[src/hw/upic_pkg.sv]
// upic_pkg: register map, field positions, reset values and carriers
// for the usb power and interrupt control block.
// assumes registers sit one per aligned 32-bit word, byte address = 4 * index.
package upic_pkg;

   ////////////////////////////////////////////////////////////////////////////
   // bus geometry
   localparam int unsigned ADDR_W  = 12;
   localparam int unsigned DATA_W  = 32;
   localparam int unsigned REG_W   = 8;
   localparam int unsigned FLAG_W  = 4;
   localparam int unsigned IDX_LSB = 2;
   localparam int unsigned IDX_MSB = 9;

   localparam logic [7:0] IDX_POWER     = 8'h01;
   localparam logic [7:0] IDX_IN_FLAGS  = 8'h02;
   localparam logic [7:0] IDX_OUT_FLAGS = 8'h04;
   localparam logic [7:0] IDX_CM_FLAGS  = 8'h06;
   localparam logic [7:0] IDX_IN_EN     = 8'h07;
   localparam logic [7:0] IDX_OUT_EN    = 8'h09;
   localparam logic [7:0] IDX_CM_EN     = 8'h0B;

   localparam logic [1:0] RESP_OKAY   = 2'h0;
   localparam logic [1:0] RESP_SLVERR = 2'h2;

   ////////////////////////////////////////////////////////////////////////////
   // power/control fields
   localparam int unsigned PWR_HOLD_BIT   = 7;
   localparam int unsigned PWR_INH_BIT    = 4;
   localparam int unsigned PWR_RST_BIT    = 3;
   localparam int unsigned PWR_RESUME_BIT = 2;
   localparam int unsigned PWR_SUSP_BIT   = 1;
   localparam int unsigned PWR_SDEN_BIT   = 0;

   // common flag / enable fields
   localparam int unsigned CM_SOF_BIT = 3;
   localparam int unsigned CM_RST_BIT = 2;
   localparam int unsigned CM_RSU_BIT = 1;
   localparam int unsigned CM_SUS_BIT = 0;

   ////////////////////////////////////////////////////////////////////////////
   // reset values and masks
   localparam logic [REG_W-1:0]  POWER_RST    = 8'h10;
   localparam logic [FLAG_W-1:0] FLAGS_RST    = 4'h0;
   localparam logic [FLAG_W-1:0] IN_EN_RST    = 4'hF;
   localparam logic [FLAG_W-1:0] OUT_EN_RST   = 4'hE;
   localparam logic [FLAG_W-1:0] CM_EN_RST    = 4'h6;
   localparam logic [FLAG_W-1:0] CM_EN_BUSRST = 4'hE;
   localparam logic [FLAG_W-1:0] IN_MASK      = 4'hF;
   localparam logic [FLAG_W-1:0] OUT_MASK     = 4'hE;

   ////////////////////////////////////////////////////////////////////////////
   // carriers
   typedef struct packed {
      logic       reset_signal;
      logic       suspend_detect;
      logic       resume_detect;
      logic       sof_expected;
      logic       iso_sof_token;
      logic       in_packet_ready;
      logic [3:0] in_done;
      logic [3:1] out_done;
   } upic_sie_evt_t;

   typedef struct packed {
      logic function_enable;
      logic resume_drive;
      logic core_reset;
      logic bus_reset_clear;
      logic iso_send_packet;
      logic iso_send_zero_len;
      logic suspended;
   } upic_ctl_t;

endpackage

[src/hw/upic_core.sv]
// upic_core: device-level power/control register and interrupt flags
// of a full/low speed usb function controller, with an axi4-lite slave.
// assumes the serial interface engine runs on aclk and delivers its
// events as one-cycle pulses and its bus reset state as a level.
//
// Contract
// - hold clear: ready isochronous packet goes out on the next in token.
// - hold set: packet waits for start-of-frame; earlier in token gets zero length.
// - inhibit set by resets; software may only clear it, never set it.
// - while inhibited, all bus traffic is ignored; clear enables the function.
// - writing one to reset-detect position resets the whole function controller.
// - reset-detect bit reads one while bus reset signaling is present.
// - writing force-resume one while suspended drives remote wakeup resume signaling.
// - writing force-resume zero while it is one raises an interrupt and clears suspend state.
// - suspend state set on suspend; cleared by resume end or flag read after bus resume.
// - suspend-detect enable zero ignores suspend; one enters suspend on detection.
// - interrupt request asserts whenever an enabled interrupt-pending flag is set.
// - reading a flag register returns flags and clears all of them.
// - in flags: control endpoint bit 0, in endpoints 1 to 3 bits 1-3.
// - out flags: out endpoints 1 to 3 at bits 1-3, bit 0 zero.
// - bits 7 to 4 of flag and enable registers read zero.
// - start-of-frame flag set at each expected frame start, token or not.
// - reset pending flag set when bus reset signaling is detected.
// - resume pending flag set on bus resume only while suspended.
// - suspend pending flag set on suspend only while detection enabled.
// - in enable register: four enables, all one after reset.
// - out enable register: enables at bits 1-3, all one after reset.
// - bus reset clears address, fifos, control; enables all but suspend.
// - suspend left on resume, bus reset, or device or usb reset.
`timescale 1ns/100ps

module upic_core (
   input  wire logic                          aclk,
   input  wire logic                          aresetn,
   input  wire logic                          clk_en,
   input  wire logic [upic_pkg::ADDR_W-1:0]   s_axi_awaddr,
   input  wire logic                          s_axi_awvalid,
   output logic                               s_axi_awready,
   input  wire logic [upic_pkg::DATA_W-1:0]   s_axi_wdata,
   input  wire logic [3:0]                    s_axi_wstrb,
   input  wire logic                          s_axi_wvalid,
   output logic                               s_axi_wready,
   output logic [1:0]                         s_axi_bresp,
   output logic                               s_axi_bvalid,
   input  wire logic                          s_axi_bready,
   input  wire logic [upic_pkg::ADDR_W-1:0]   s_axi_araddr,
   input  wire logic                          s_axi_arvalid,
   output logic                               s_axi_arready,
   output logic [upic_pkg::DATA_W-1:0]        s_axi_rdata,
   output logic [1:0]                         s_axi_rresp,
   output logic                               s_axi_rvalid,
   input  wire logic                          s_axi_rready,
   input  wire upic_pkg::upic_sie_evt_t       sie_evt,
   output upic_pkg::upic_ctl_t                ctl,
   output logic                               usb_irq
);

   ////////////////////////////////////////////////////////////////////////////
   // declarations
   logic                            aw_full_r;
   logic [upic_pkg::ADDR_W-1:0]     aw_addr_r;
   logic                            w_full_r;
   logic [upic_pkg::REG_W-1:0]      w_byte_r;
   logic                            w_lane0_r;
   logic                            bvalid_r;
   logic [1:0]                      bresp_r;
   logic                            rvalid_r;
   logic [upic_pkg::DATA_W-1:0]     rdata_r;
   logic [1:0]                      rresp_r;

   logic                            wr_fire;
   logic                            rd_fire;
   logic [7:0]                      wr_idx;
   logic [7:0]                      rd_idx;
   logic                            wr_aligned;
   logic                            rd_aligned;
   logic                            wr_mapped;
   logic                            rd_mapped;
   logic                            wr_en;
   logic                            wr_power;

   logic                            soft_rst_r;
   logic                            regs_rst;
   logic                            hold_r;
   logic                            inhibit_r;
   logic                            sden_r;
   logic                            resume_r;
   logic                            susp_r;
   logic                            resume_seen_r;
   logic                            bus_rst_d_r;
   logic                            resume_end;

   logic [upic_pkg::FLAG_W-1:0]     in_flags_r;
   logic [upic_pkg::FLAG_W-1:0]     out_flags_r;
   logic [upic_pkg::FLAG_W-1:0]     cm_flags_r;
   logic [upic_pkg::FLAG_W-1:0]     in_en_r;
   logic [upic_pkg::FLAG_W-1:0]     out_en_r;
   logic [upic_pkg::FLAG_W-1:0]     cm_en_r;
   logic [upic_pkg::FLAG_W-1:0]     in_set;
   logic [upic_pkg::FLAG_W-1:0]     out_set;
   logic [upic_pkg::FLAG_W-1:0]     cm_set;
   logic                            rd_in_flags;
   logic                            rd_out_flags;
   logic                            rd_cm_flags;

   logic                            active;
   logic                            ev_bus_rst;
   logic                            ev_susp;
   logic                            ev_resume;
   logic                            ev_sof;
   logic                            iso_armed_r;
   logic                            irq_r;
   logic                            irq_nxt;
   upic_pkg::upic_ctl_t             ctl_r;
   upic_pkg::upic_ctl_t             ctl_nxt;
   logic [upic_pkg::REG_W-1:0]      rd_byte;
   logic [upic_pkg::REG_W-1:0]      power_view;

   ////////////////////////////////////////////////////////////////////////////
   // axi4-lite handshakes
   assign s_axi_awready = clk_en && aresetn && !aw_full_r;
   assign s_axi_wready  = clk_en && aresetn && !w_full_r;
   assign s_axi_arready = clk_en && aresetn && !rvalid_r;
   assign s_axi_bvalid  = bvalid_r;
   assign s_axi_bresp   = bresp_r;
   assign s_axi_rvalid  = rvalid_r;
   assign s_axi_rdata   = rdata_r;
   assign s_axi_rresp   = rresp_r;

   assign wr_fire = clk_en && aw_full_r && w_full_r && !bvalid_r;
   assign rd_fire = s_axi_arvalid && s_axi_arready;

   assign wr_idx     = aw_addr_r[upic_pkg::IDX_MSB:upic_pkg::IDX_LSB];
   assign rd_idx     = s_axi_araddr[upic_pkg::IDX_MSB:upic_pkg::IDX_LSB];
   assign wr_aligned = (aw_addr_r[upic_pkg::IDX_LSB-1:0] == 2'h0)
                       && (aw_addr_r[upic_pkg::ADDR_W-1:upic_pkg::IDX_MSB+1] == 2'h0);
   assign rd_aligned = (s_axi_araddr[upic_pkg::IDX_LSB-1:0] == 2'h0)
                       && (s_axi_araddr[upic_pkg::ADDR_W-1:upic_pkg::IDX_MSB+1] == 2'h0);

   function automatic logic idx_known(input logic [7:0] idx);
      idx_known = (idx == upic_pkg::IDX_POWER) || (idx == upic_pkg::IDX_IN_FLAGS)
                  || (idx == upic_pkg::IDX_OUT_FLAGS) || (idx == upic_pkg::IDX_CM_FLAGS)
                  || (idx == upic_pkg::IDX_IN_EN) || (idx == upic_pkg::IDX_OUT_EN)
                  || (idx == upic_pkg::IDX_CM_EN);
   endfunction

   assign wr_mapped = wr_aligned && idx_known(wr_idx);
   assign rd_mapped = rd_aligned && idx_known(rd_idx);
   assign wr_en     = wr_fire && wr_mapped && w_lane0_r;
   assign wr_power  = wr_en && (wr_idx == upic_pkg::IDX_POWER);

   // write address and data captured independently
   always_ff @(posedge aclk)
   begin
      if (!aresetn)
      begin
         aw_full_r <= 1'b0;
         aw_addr_r <= '0;
      end
      else if (clk_en)
      begin
         if (s_axi_awvalid && s_axi_awready)
         begin
            aw_full_r <= 1'b1;
            aw_addr_r <= s_axi_awaddr;
         end
         else if (wr_fire)
            aw_full_r <= 1'b0;
      end
   end

   always_ff @(posedge aclk)
   begin
      if (!aresetn)
      begin
         w_full_r  <= 1'b0;
         w_byte_r  <= '0;
         w_lane0_r <= 1'b0;
      end
      else if (clk_en)
      begin
         if (s_axi_wvalid && s_axi_wready)
         begin
            w_full_r  <= 1'b1;
            w_byte_r  <= s_axi_wdata[upic_pkg::REG_W-1:0];
            w_lane0_r <= s_axi_wstrb[0];
         end
         else if (wr_fire)
            w_full_r <= 1'b0;
      end
   end

   // write response
   always_ff @(posedge aclk)
   begin
      if (!aresetn)
      begin
         bvalid_r <= 1'b0;
         bresp_r  <= upic_pkg::RESP_OKAY;
      end
      else if (clk_en)
      begin
         if (wr_fire)
         begin
            bvalid_r <= 1'b1;
            bresp_r  <= wr_mapped ? upic_pkg::RESP_OKAY : upic_pkg::RESP_SLVERR;
         end
         else if (s_axi_bready)
            bvalid_r <= 1'b0;
      end
   end

   ////////////////////////////////////////////////////////////////////////////
   // register read view
   always_comb
   begin
      power_view = '0;
      power_view[upic_pkg::PWR_HOLD_BIT]   = hold_r;
      power_view[upic_pkg::PWR_INH_BIT]    = inhibit_r;
      power_view[upic_pkg::PWR_RST_BIT]    = sie_evt.reset_signal;
      power_view[upic_pkg::PWR_RESUME_BIT] = resume_r;
      power_view[upic_pkg::PWR_SUSP_BIT]   = susp_r;
      power_view[upic_pkg::PWR_SDEN_BIT]   = sden_r;
   end

   always_comb
   begin
      rd_byte = '0;
      unique case (rd_idx)
         upic_pkg::IDX_POWER:     rd_byte = power_view;
         upic_pkg::IDX_IN_FLAGS:  rd_byte = {4'h0, in_flags_r};
         upic_pkg::IDX_OUT_FLAGS: rd_byte = {4'h0, out_flags_r};
         upic_pkg::IDX_CM_FLAGS:  rd_byte = {4'h0, cm_flags_r};
         upic_pkg::IDX_IN_EN:     rd_byte = {4'h0, in_en_r};
         upic_pkg::IDX_OUT_EN:    rd_byte = {4'h0, out_en_r};
         upic_pkg::IDX_CM_EN:     rd_byte = {4'h0, cm_en_r};
         default:                 rd_byte = '0;
      endcase
   end

   always_ff @(posedge aclk)
   begin
      if (!aresetn)
      begin
         rvalid_r <= 1'b0;
         rdata_r  <= '0;
         rresp_r  <= upic_pkg::RESP_OKAY;
      end
      else if (clk_en)
      begin
         if (rd_fire)
         begin
            rvalid_r <= 1'b1;
            rdata_r  <= rd_mapped ? {24'h0, rd_byte} : '0;
            rresp_r  <= rd_mapped ? upic_pkg::RESP_OKAY : upic_pkg::RESP_SLVERR;
         end
         else if (s_axi_rready)
            rvalid_r <= 1'b0;
      end
   end

   assign rd_in_flags  = rd_fire && rd_mapped && (rd_idx == upic_pkg::IDX_IN_FLAGS);
   assign rd_out_flags = rd_fire && rd_mapped && (rd_idx == upic_pkg::IDX_OUT_FLAGS);
   assign rd_cm_flags  = rd_fire && rd_mapped && (rd_idx == upic_pkg::IDX_CM_FLAGS);

   ////////////////////////////////////////////////////////////////////////////
   // bus events, gated by inhibit
   assign active     = !inhibit_r;
   assign ev_bus_rst = active && sie_evt.reset_signal && !bus_rst_d_r;
   assign ev_susp    = active && sie_evt.suspend_detect && sden_r;
   assign ev_resume  = active && sie_evt.resume_detect && susp_r;
   assign ev_sof     = active && sie_evt.sof_expected;
   assign resume_end = wr_power && resume_r && !w_byte_r[upic_pkg::PWR_RESUME_BIT];

   assign in_set  = active ? sie_evt.in_done : '0;
   assign out_set = active ? ({sie_evt.out_done, 1'b0} & upic_pkg::OUT_MASK) : '0;
   assign cm_set  = {ev_sof, ev_bus_rst, ev_resume || resume_end, ev_susp};

   always_ff @(posedge aclk)
   begin
      if (!aresetn)
         bus_rst_d_r <= 1'b0;
      else if (clk_en)
         bus_rst_d_r <= sie_evt.reset_signal;
   end

   ////////////////////////////////////////////////////////////////////////////
   // power/control register
   assign regs_rst = !aresetn || soft_rst_r;

   always_ff @(posedge aclk)
   begin
      if (!aresetn)
         soft_rst_r <= 1'b0;
      else if (clk_en)
         soft_rst_r <= wr_power && w_byte_r[upic_pkg::PWR_RST_BIT];
   end

   always_ff @(posedge aclk)
   begin
      if (regs_rst)
      begin
         hold_r    <= upic_pkg::POWER_RST[upic_pkg::PWR_HOLD_BIT];
         inhibit_r <= upic_pkg::POWER_RST[upic_pkg::PWR_INH_BIT];
         sden_r    <= upic_pkg::POWER_RST[upic_pkg::PWR_SDEN_BIT];
      end
      else if (clk_en && wr_power)
      begin
         hold_r <= w_byte_r[upic_pkg::PWR_HOLD_BIT];
         sden_r <= w_byte_r[upic_pkg::PWR_SDEN_BIT];
         if (!w_byte_r[upic_pkg::PWR_INH_BIT])
            inhibit_r <= 1'b0;
      end
   end

   // remote wakeup resume drive
   always_ff @(posedge aclk)
   begin
      if (regs_rst)
         resume_r <= upic_pkg::POWER_RST[upic_pkg::PWR_RESUME_BIT];
      else if (clk_en && wr_power)
      begin
         if (!w_byte_r[upic_pkg::PWR_RESUME_BIT])
            resume_r <= 1'b0;
         else if (susp_r)
            resume_r <= 1'b1;
      end
   end

   // suspend state; bus reset clear wins over entry, entry wins over the other clears
   always_ff @(posedge aclk)
   begin
      if (regs_rst)
         susp_r <= upic_pkg::POWER_RST[upic_pkg::PWR_SUSP_BIT];
      else if (clk_en)
      begin
         if (ev_bus_rst)
            susp_r <= 1'b0;
         else if (ev_susp)
            susp_r <= 1'b1;
         else if (resume_end || (rd_cm_flags && resume_seen_r))
            susp_r <= 1'b0;
      end
   end

   always_ff @(posedge aclk)
   begin
      if (regs_rst)
         resume_seen_r <= 1'b0;
      else if (clk_en)
      begin
         if (ev_resume)
            resume_seen_r <= 1'b1;
         else if (rd_cm_flags || ev_bus_rst)
            resume_seen_r <= 1'b0;
      end
   end

   ////////////////////////////////////////////////////////////////////////////
   // interrupt flags: set wins over clear-on-read
   always_ff @(posedge aclk)
   begin
      if (regs_rst)
      begin
         in_flags_r  <= upic_pkg::FLAGS_RST;
         out_flags_r <= upic_pkg::FLAGS_RST;
         cm_flags_r  <= upic_pkg::FLAGS_RST;
      end
      else if (clk_en)
      begin
         if (ev_bus_rst)
         begin
            in_flags_r  <= in_set;
            out_flags_r <= out_set;
            cm_flags_r  <= cm_set;
         end
         else
         begin
            in_flags_r  <= (rd_in_flags ? '0 : in_flags_r) | in_set;
            out_flags_r <= (rd_out_flags ? '0 : out_flags_r) | out_set;
            cm_flags_r  <= (rd_cm_flags ? '0 : cm_flags_r) | cm_set;
         end
      end
   end

   // interrupt enables
   always_ff @(posedge aclk)
   begin
      if (regs_rst)
      begin
         in_en_r  <= upic_pkg::IN_EN_RST;
         out_en_r <= upic_pkg::OUT_EN_RST;
         cm_en_r  <= upic_pkg::CM_EN_RST;
      end
      else if (clk_en)
      begin
         if (ev_bus_rst)
         begin
            in_en_r  <= upic_pkg::IN_EN_RST;
            out_en_r <= upic_pkg::OUT_EN_RST;
            cm_en_r  <= upic_pkg::CM_EN_BUSRST;
         end
         else if (wr_en)
         begin
            if (wr_idx == upic_pkg::IDX_IN_EN)
               in_en_r <= w_byte_r[upic_pkg::FLAG_W-1:0] & upic_pkg::IN_MASK;
            if (wr_idx == upic_pkg::IDX_OUT_EN)
               out_en_r <= w_byte_r[upic_pkg::FLAG_W-1:0] & upic_pkg::OUT_MASK;
            if (wr_idx == upic_pkg::IDX_CM_EN)
               cm_en_r <= w_byte_r[upic_pkg::FLAG_W-1:0];
         end
      end
   end

   // request: any enabled pending flag
   assign irq_nxt = |(in_flags_r & in_en_r) || |(out_flags_r & out_en_r)
                    || |(cm_flags_r & cm_en_r);

   always_ff @(posedge aclk)
   begin
      if (regs_rst)
         irq_r <= 1'b0;
      else if (clk_en)
         irq_r <= irq_nxt;
   end

   assign usb_irq = irq_r;

   ////////////////////////////////////////////////////////////////////////////
   // isochronous in release
   always_ff @(posedge aclk)
   begin
      if (regs_rst)
         iso_armed_r <= 1'b0;
      else if (clk_en)
      begin
         if (!sie_evt.in_packet_ready)
            iso_armed_r <= 1'b0;
         else if (active && sie_evt.iso_sof_token)
            iso_armed_r <= 1'b1;
      end
   end

   ////////////////////////////////////////////////////////////////////////////
   // control outputs
   always_comb
   begin
      ctl_nxt                   = '0;
      ctl_nxt.function_enable   = active;
      ctl_nxt.resume_drive      = resume_r;
      ctl_nxt.core_reset        = soft_rst_r;
      ctl_nxt.bus_reset_clear   = ev_bus_rst;
      ctl_nxt.iso_send_packet   = active && sie_evt.in_packet_ready
                                  && (!hold_r || iso_armed_r);
      ctl_nxt.iso_send_zero_len = active && sie_evt.in_packet_ready
                                  && hold_r && !iso_armed_r;
      ctl_nxt.suspended         = susp_r;
   end

   always_ff @(posedge aclk)
   begin
      if (!aresetn)
         ctl_r <= '0;
      else if (clk_en)
         ctl_r <= ctl_nxt;
   end

   assign ctl = ctl_r;

endmodule

[config.mk]
export PLATFORM = sky130hd
export DESIGN_NAME = upic_core
export DESIGN_NICKNAME = d
export VERILOG_FILES = /design/src/hw/upic_pkg.sv /design/src/hw/upic_core.sv
export SDC_FILE = /design/constraint.sdc
export NUM_CORES = 1
export LEC_CHECK = 0
export BUFFER_PORTS_ARGS = -buffer_cell sky130_fd_sc_hd__buf_2
export CAP_MARGIN = 15
export CORE_UTILIZATION = 35
export DETAILED_ROUTE_END_ITERATION = 7
export PLACE_DENSITY = 0.6
export SYNTH_ARGS = -nofsm -noshare
export SYNTH_HDL_FRONTEND = slang
export SYNTH_SLANG_ARGS = --single-unit
[constraint.sdc]
create_clock -name aclk -period 4 [get_ports aclk]
set_input_delay 1.2 -clock aclk [delete_from_list [all_inputs] [get_ports aclk]]
set_output_delay 1.2 -clock aclk [all_outputs]
set_load 0.005 [all_outputs]
# After elaboration in Yosys (flattened, before gate mapping)
# Index checks and enable logic that the tools add are counted.
# Widths: inputs -> output; s select.
dict set report totals {
  register_bits 102
  in_bits 81
  output_inout_bits 49
  elab_cells 193
}
dict set report op_classes {
  n_eq_ne 16
  mux 37
  n_bitwise 7
  reduce_logical 100
}
# op n
set op_table {}
lappend op_table {{$mux 4} 17}
lappend op_table {{$pmux 8 s7} 1}
lappend op_table {{$eq 8x3->1 const B} 6}
lappend op_table {{$logic_and 1x1->1} 38}
lappend op_table {{$eq 8x4->1 const B} 4}
lappend op_table {{$reduce_and 2->1} 13}
lappend op_table {{$logic_or 1x1->1} 19}
lappend op_table {{$reduce_bool 2->1} 9}
lappend op_table {{$eq 8x1->1 const B} 2}
lappend op_table {{$eq 8x2->1 const B} 2}
lappend op_table {{$mux 1} 16}
lappend op_table {{$and 4x4->4} 3}
lappend op_table {{$or 4x4->4} 3}
lappend op_table {{$reduce_or 4->1} 3}
lappend op_table {{$logic_not 1->1} 10}
lappend op_table {{$reduce_and 3->1} 3}
lappend op_table {{$logic_not 2->1} 4}
lappend op_table {{$mux 8} 1}
lappend op_table {{$mux 2} 2}
lappend op_table {{$ne 2x1->1 const B} 2}
lappend op_table {{$reduce_bool 3->1} 1}
lappend op_table {{$not 1->1} 1}

# Logic depth before layout (Yosys ltp)
# Gate-level depths: netlist of the first run.
dict set report depth {
  word_depth 17
  depth_mapped 6
  ltp_nobuf 4
}

# Worst setup path after synthesis of the first run
# Ideal clock, no wire load.
dict set report synth_timing {
  kind {in2out}
  from {in clk_en}
  to {out s_axi_arready}
  t_arrival_ns 1.841
  required_time_ns 2.800
  setup_slack_ns 0.959
  cell_stages 4
  path_buffers 2
  path_cell_list {buf_2 > buf_1 > nand2_1 > nor2_1}
}
dict set report synth_via {
  elab_chain_cells 2
}
# element line_no
set synth_lines {}
lappend synth_lines {{start: declaration} upic_core.sv:35} ;# input wire logic clk_en,
lappend synth_lines {{$logic_and 1x1->1 (2 in a row)} upic_core.sv:123} ;# assign s_axi_arready = clk_en && aresetn && !rvalid_r;
lappend synth_lines {{end: declaration} upic_core.sv:48} ;# output logic s_axi_arready,
# No other way between the ends.

# Worst setup path after layout of the first run
dict set report layout_timing {
  from {in aresetn}
  to {out s_axi_awready}
}
dict set report layout_via {
  elab_chain_cells 2
}
# element line_no
set layout_lines {}
lappend layout_lines {{start: declaration} upic_core.sv:34} ;# input wire logic aresetn,
lappend layout_lines {{$logic_and 1x1->1 (2 in a row)} upic_core.sv:121} ;# assign s_axi_awready = clk_en && aresetn && !aw_full_r;
lappend layout_lines {{end: declaration} upic_core.sv:38} ;# output logic s_axi_awready,
# No other way between the ends.

==> metrics.md, run 1 <==
| Metric | Value |
|---|---|
| VDD IR-drop max | 0.180 mV |
| Final ANT Viol Nets | 0 |
| Warning count from the yosys run | 0 |
| Overall Global Routing Usage | between 10% and 20% |
| Number of port buffers | 72 |
| Final Cell Area | 0.00410 sq mm |
| Synth async-reset ratio | 0% |
| Drt via density | 5.19 |
| Final wirelength | 8750 um |
| GPL Wtd Cong | 0.837 |
| Top cell type's share of synthesized area | 39.5% |
| Worst-path maximum fanout | 12 |
| Die area | 0.0105 sq mm |
| Via count | 3253 |
| Area Growth Syn to Fin | 15.5% |
| Ys flop type | dfxtp_1 |
| Run status | complete, no violations |
| Data arrival, critical path | around 1.8 ns |
| Main combinational cell family by area after synthesis | simple AND/OR/NAND/NOR gates |
| Final hold vios | 0 |
| Remaining Overflow, GRT | 0 |
| Post-synthesis adder-cell area fraction | 0% |
| Compound-gate portion of the synthesized area | about a fifth |
| WP buf/inv | 2 |
| Final #Nets | between 500 and 600 |
| Hold WS | ~0.46 ns |
| Total CTS buffers | 9 |
| Multiplexer area fraction after synthesis | between 4 and 5% |
| P_leak | roughly 1.6 nW |
| Final setup fails | 0 |
| Worst path cell trace | buf_2 > and3b_1 > buf_2 |
| Final Skew | between 0.008 and 0.009 ns |
| Hold WC Path Type | flip-flop to flip-flop |
| Max-cap violations | 0 |
| Post-synthesis instance area | 0.00355 sq mm |
| Worst-Margin Slew | 0.788 ns |
| EDFF count, synth | 0 |
| WS Path Type | input pin to output port |
| Total power draw | about 0.0014 W |
| Cell Rows | 36 |
| Setup_tns | 0 ns |
| CTS tree | done |
| Placeable Area | 0.00982 sq mm |
| Setup crit end kind | output port |
| Layout cell share with drive strength beyond 1 | 21.9% |
| Post-CTS Setup Bufs | 0 |
| First-pass GRT wire length | between 10000 and 15000 um |
| Largest stage delay, worst path | 0.26 ns |
| Worst slew margin | 46.7% |
| Detailed placer's ending HPWL | 6610 um |
| Synth top cells by count | dfxtp_1, nand2_1, a21oi_1 |
| Post_cts resized | 0 |
| Starting Density | 36.1% |
| Die Y | between 100 and 150 um |
| Avg Inst Size Synth | 8.39 sq um |
| Sequential element share of the synthesized area | between 30% and 40% |
| Diodes inserted | 0 |
| Final period util | ~76% |
| Clk pin slew, worst setup/hold paths | around 0.080 ns |
| Starting DRT DRC Count | 100 |
| First-pass DRT Iterations | 4 |
| Register bit count reported by yosys | 70 |
| Area after DPL | 0.00391 sq mm |
| Hold_buf cts | 0 |
| Clk sinks | 70 |
| P per Cell Area | 341 mW/mm^2 |
| Most frequent CP cell | buf_2 |
| Largest net degree at the start of global routing | 38 |
| Critical Path RT | 2.80 ns |
| Synth Area in XOR/XNOR | 0% |
| Yosys top cell by area | dfxtp_1 |
| Die Width | ~100 um |
| Simple-Gate Fraction of Synth Area | roughly 28% |
| RSZ-0062 raised after global routing | no |
| Vias in the first global route | slightly below 3000 |
| Crit path max-delay family | buffers and inverters |
| Crit path max-delay cell type | and3b_1 |
| CTS Buffer Depth | 2 |
| Most frequent cell after synthesis | dfxtp_1 |
| Post-synthesis cell count | between 400 and 500 |
| Skew-Pair Late Insertion Delay | 0.34 ns |
| Wirelength per Cell | ~14 um |
| Worst setup SP type | input pin |
| CTS H-tree lvls | 3 |
| Final Max Slew Viols | 0 |
| Cell variety after synth | 58 |
| # DRC | 0 |
| Final worst path period need | 3.03 ns |
| Area contributors post-synth | dfxtp_1, nand2_1, buf_4, a21oi_1, mux2i_1 |
| Fmax | 330 MHz |
| Initial antenna violation count | 0 |
| Root buffer cell | clkbuf_8 |
| Io pins | 130 |
-- where the power goes --
part	internal, W	leakage, nW	switching (W)	total, W
clock	0.000286	0.0883	0.000269	0.000555
combinational	0.0000495	0.989	0.0000763	0.000126
sequential	0.000707	0.567	0.00000975	0.000717
total	0.00104	1.64	0.000355	0.00140
-- cells by family (layout without fill, tap and decap cells) --
| logic type | after synthesis | in the layout |
|---|---|---|
| AND/OR/NAND/NOR | 178 | 178 |
| AO/OA/AOI/OAI | 103 | 103 |
| flip-flops | 70 | 70 |
| buffers and inverters | 54 | 98 |
| multiplexers | 17 | 17 |
| other | 1 | 28 |
-- tightest hold or removal path, delay by kind of cell (launching register included) --
kind,cells,cell delay (ns)
AND/OR/NAND/NOR,1,0.05
AO/OA/AOI/OAI,1,0.05
flip-flops,1,0.31
-- through the flow --
stage,instances,worst slack [ns],utilization (%)
after floorplan,450,0.959,-
after global placement,611,0.988,39.8
after detailed placement,611,0.992,39.8
after CTS,627,0.982,41.8
after global routing,627,0.926,41.8
final,627,0.968,41.8
-- cell type report --
| class | count | area, sq um |
|---|---|---|
| clock inverter | 6 | 62.6 |
| inverter | 7 | 26.3 |
| clock buffer | 10 | 128 |
| tap | 133 | 166 |
| sequential | 70 | 1400 |
| multi-input combinational | 326 | 1930 |
| fill | 1027 | 5720 |
| timing repair buffer | 75 | 383 |
-- final timing paths --
| check | startpoint | to | slack (ns) | cells past startpoint |
|---|---|---|---|---|
| setup / recovery | aresetn | s_axi_awready | 0.97 | 3 |
| hold / removal | s_axi_rdata[7] | s_axi_rdata[7] | 0.46 | 2 |
| setup reg to reg | aw_addr_r[1] | cm_flags_r[1] | 2.17 | 4 |
| hold reg to reg | s_axi_rdata[7] | s_axi_rdata[7] | 0.46 | 2 |
-- cells in the final DEF, fill, tap and decap left out, drive strengths merged, types with 3 or more instances in the layout --
cell type and n:
nand2 67, nor2b 6, buf 75, nand3 12, a21boi 3, dfxtp 70, nand2b 7, a221oi 4
o211ai 4, nand4 7, o21ai 20, and3b 3, nand4b 5, clkinvlp 3, nand3b 3, a22o 4
a21oi 36, and4 3, a31oi 6, inv 7, nor2 26, and4b 3, nor4 12, conb 28
and2 4, clkbuf 10, o21a 4, or4 3, a22oi 11, mux2 4, mux2i 13, nor3 9
-- metal layers --
metal | routed length (um) | GRT usage, % | share of wire (%)
met4 | 150 | 5.82 | 1.7
met5 | 0 | 0 | 0
met1 | 3990 | 21.4 | 46
met3 | 478 | 4.47 | 5.5
met2 | 4130 | 28.3 | 47
-- flip-flops by register name, indices dropped and copies added, names as in the netlist, 3 cells and up --
register and flops:
aw_addr_r 12, cm_en_r 4, cm_flags_r 4, ctl 7
in_en_r 4, in_flags_r 4, out_en_r 3, out_flags_r 3
s_axi_rdata 6, w_byte_r 6
No activity file was read; power rests on OpenSTA's default activity.
==> run 2: changes to the inputs <==
- ABC_AREA: default -> 1
- clock period: 4 -> 3.17 ns (I/O delays scaled with it)
==> run 2 against run 1 <==
Compared with the run above:
- via count increased by 0.80%
- wire length increased by 0.33%
- clock-buffer cell count increased by 3
- critical path type unchanged
- highest routed layer unchanged
==> metrics.md, run 2 <==
| Metric | Value |
|---|---|
| Ys flop type | dfxtp_1 |
| Yosys top cell by area | dfxtp_1 |
| Via count | 3279 |
| Avg Inst Size Synth | 7.10 sq um |
| Final worst path period need | 2.59 ns |
| GPL Wtd Cong | just under 0.9 |
| Skew-Pair Late Insertion Delay | 0.34 ns |
| Hold WC Path Type | flip-flop to flip-flop |
| Register bit count reported by yosys | 70 |
| Final Skew | between 0.009 and 0.01 ns |
| Post-synthesis instance area | between 0.003 and 0.004 sq mm |
| Final period util | 81.6% |
| Final Cell Area | 0.00411 sq mm |
| Final ANT Viol Nets | 0 |
| Most frequent cell after synthesis | nand2_1 |
| Most common cell after layout, fill and taps aside | nand2_1 |
| # DRC | 0 |
| Worst hold endpoint | s_axi_rresp[1] |
| P_leak | ~1.8 nW |
| Final wirelength | between 8000 and 9000 um |
| Largest register FFs | 12 |
| Sequential share of power | a little under half |
| Diodes inserted | 0 |
| Cell variety after synth | 31 |
| Die Width | 101 um |
| Initial antenna violation count | 0 |
| Drt via density | 4.70 |
| Reg2Reg Depth | 10 |
| Final Max Slew Viols | 0 |
| Starting Density | a little under two fifths |
| Reg2reg start | aw_addr_r[9] |
| Root buffer cell | clkbuf_8 |
| Fmax | 387 MHz |
| Worst setup SP type | input pin |
| Net switching power | 0.000431 W |
| CTS H-tree lvls | 3 |
| Number of port buffers | 72 |
| Total CTS buffers | 9 |
| Synth top cells by count | nand2_1, dfxtp_1, a21oi_1, inv_1, nor2_1 |
| First-pass GRT wire length | 14000 um |
| Top reg by flops | aw_addr_r |
| Area contributors post-synth | dfxtp_1, nand2_1, a21oi_1, buf_4, inv_1 |
| Hold_buf cts | 0 |
| Overall Global Routing Usage | 17.7% |
| Post-CTS Setup Bufs | 0 |
| Sw Share | 22.8% |
| Total power draw | 0.00189 W |
| P_int | 0.00146 W |
| First-pass DRT Iterations | 4 |
| Reg2reg setup slack | ~1.6 ns |
| Io pins | 130 |
| Die area | 0.0103 sq mm |
| Post_cts resized | 0 |
| Post-synthesis cell count | 488 |
| Critical Path RT | 2.22 ns |
| Final #Nets | 645 |
| Top cell type's share of synthesized area | ~40% |
| Worst-Margin Slew | 0.571 ns |
| Starting DRT DRC Count | 129 |
| CTS tree | done |
| Logic pwr share | around 8% |
| RSZ-0062 raised after global routing | no |
| P per Cell Area | between 400 and 500 mW/mm^2 |
| Most frequent cells in the layout | nand2_1, buf_2, dfxtp_1 |
| CTS Buffer Depth | 2 |
| Layout cell share with drive strength beyond 1 | between 20% and 30% |
| Placeable Area | about 0.0094 sq mm |
| Data arrival, critical path | 1.63 ns |
| Clk sinks | 70 |
| Power share of the clock group | 44.0% |
| Wirelength per Cell | 12.6 um |
| Setup_tns | 0 ns |
| Sequential element share of the synthesized area | 40.4% |
| Final hold vios | 0 |
| Clk pin slew, worst setup/hold paths | 0.07 ns |
| Area after DPL | around 0.0039 sq mm |
| VDD IR-drop max | 0.273 mV |
| CP Launch Point | aresetn |
| Worst slew margin | 61.9% |
| Detailed placer's ending HPWL | between 6000 and 7000 um |
| Remaining Overflow, GRT | 0 |
| WS Path Type | input pin to output port |
| Worst-path maximum fanout | 6 |
| Cell Rows | 35 |
| EDFF count, synth | 0 |
| Final setup fails | 0 |
| Area Growth Syn to Fin | 18.6% |
| Synth async-reset ratio | 0% |
| Largest net degree at the start of global routing | 25 |
| Setup crit end kind | output port |
| Run status | complete, no violations |
| Max-cap violations | 0 |
| Hold depth | 2 |
| Hold Crit Start | s_axi_rresp[1] |
| Die Y | 101 um |
| Vias in the first global route | 2976 |
| Layout Utilization | 43.6% |
| FF-to-FF End | susp_r |
| Warning count from the yosys run | 0 |
| Hold WS | 0.455 ns |
run 2: worst max-delay path: stages:
cell,delay (ns)
buf_2,0.10
nand2_2,0.10
nor2_1,0.30
buf_2,0.19
run 2: worst max path at each step:
| stage | endpoint | slack, ns |
|---|---|---|
| 6_report | s_axi_wready | 0.58 |
| 5_1_grt | s_axi_wready | 0.52 |
| 4_1_cts | s_axi_wready | 0.57 |
| 3_5_place_dp | s_axi_wready | 0.57 |
| 3_3_place_gp | s_axi_wready | 0.57 |
| 2_1_floorplan | s_axi_wready | 0.95 |
run 2: kinds of logic after synthesis:
kind of cell,share of synthesized area (%)
DFF,40.4
other,0.108
AOI/OAI and AO/OA,17.8
buffers and inverters,13.8
and+or+nand+nor,27.8
run 2: power by group through the flow:
stage | combinational (W) | clock (W) | sequential [W]
after floorplan | 0.000109 | 0 | 0.000925
after global placement | 0.000149 | 0 | 0.000927
after detailed placement | 0.000151 | 0 | 0.000927
after CTS | 0.000151 | 0.000848 | 0.000907
after global routing | 0.000173 | 0.000885 | 0.000909
final | 0.000151 | 0.000832 | 0.000907
run 2: stage by stage:
| stage | instances | setup WS [ns] |
|---|---|---|
| 2_1_floorplan | 515 | 0.945 |
| 3_3_place_gp | 682 | 0.573 |
| 3_5_place_dp | 682 | 0.570 |
| 4_1_cts | 698 | 0.568 |
| 5_1_grt | 698 | 0.518 |
| 6_report | 698 | 0.584 |
run 2: final cells by class:
class	count	area (sq um)
Clock inverter	3	65.1
Fill cell	1004	5310
Sequential cell	70	1400
Inverter	59	221
Tap cell	129	161
Multi-Input combinational cell	346	1690
Timing Repair Buffer	78	405
Clock buffer	13	169
run 2: per-layer routing:
layer,wire (um),vias up,GRT usage (%)
met1,4130,1467,21.9
met2,4120,106,30.2
met4,25,0,3.34
li1,-,1704,-
met5,0,-,0
met3,495,2,5.80
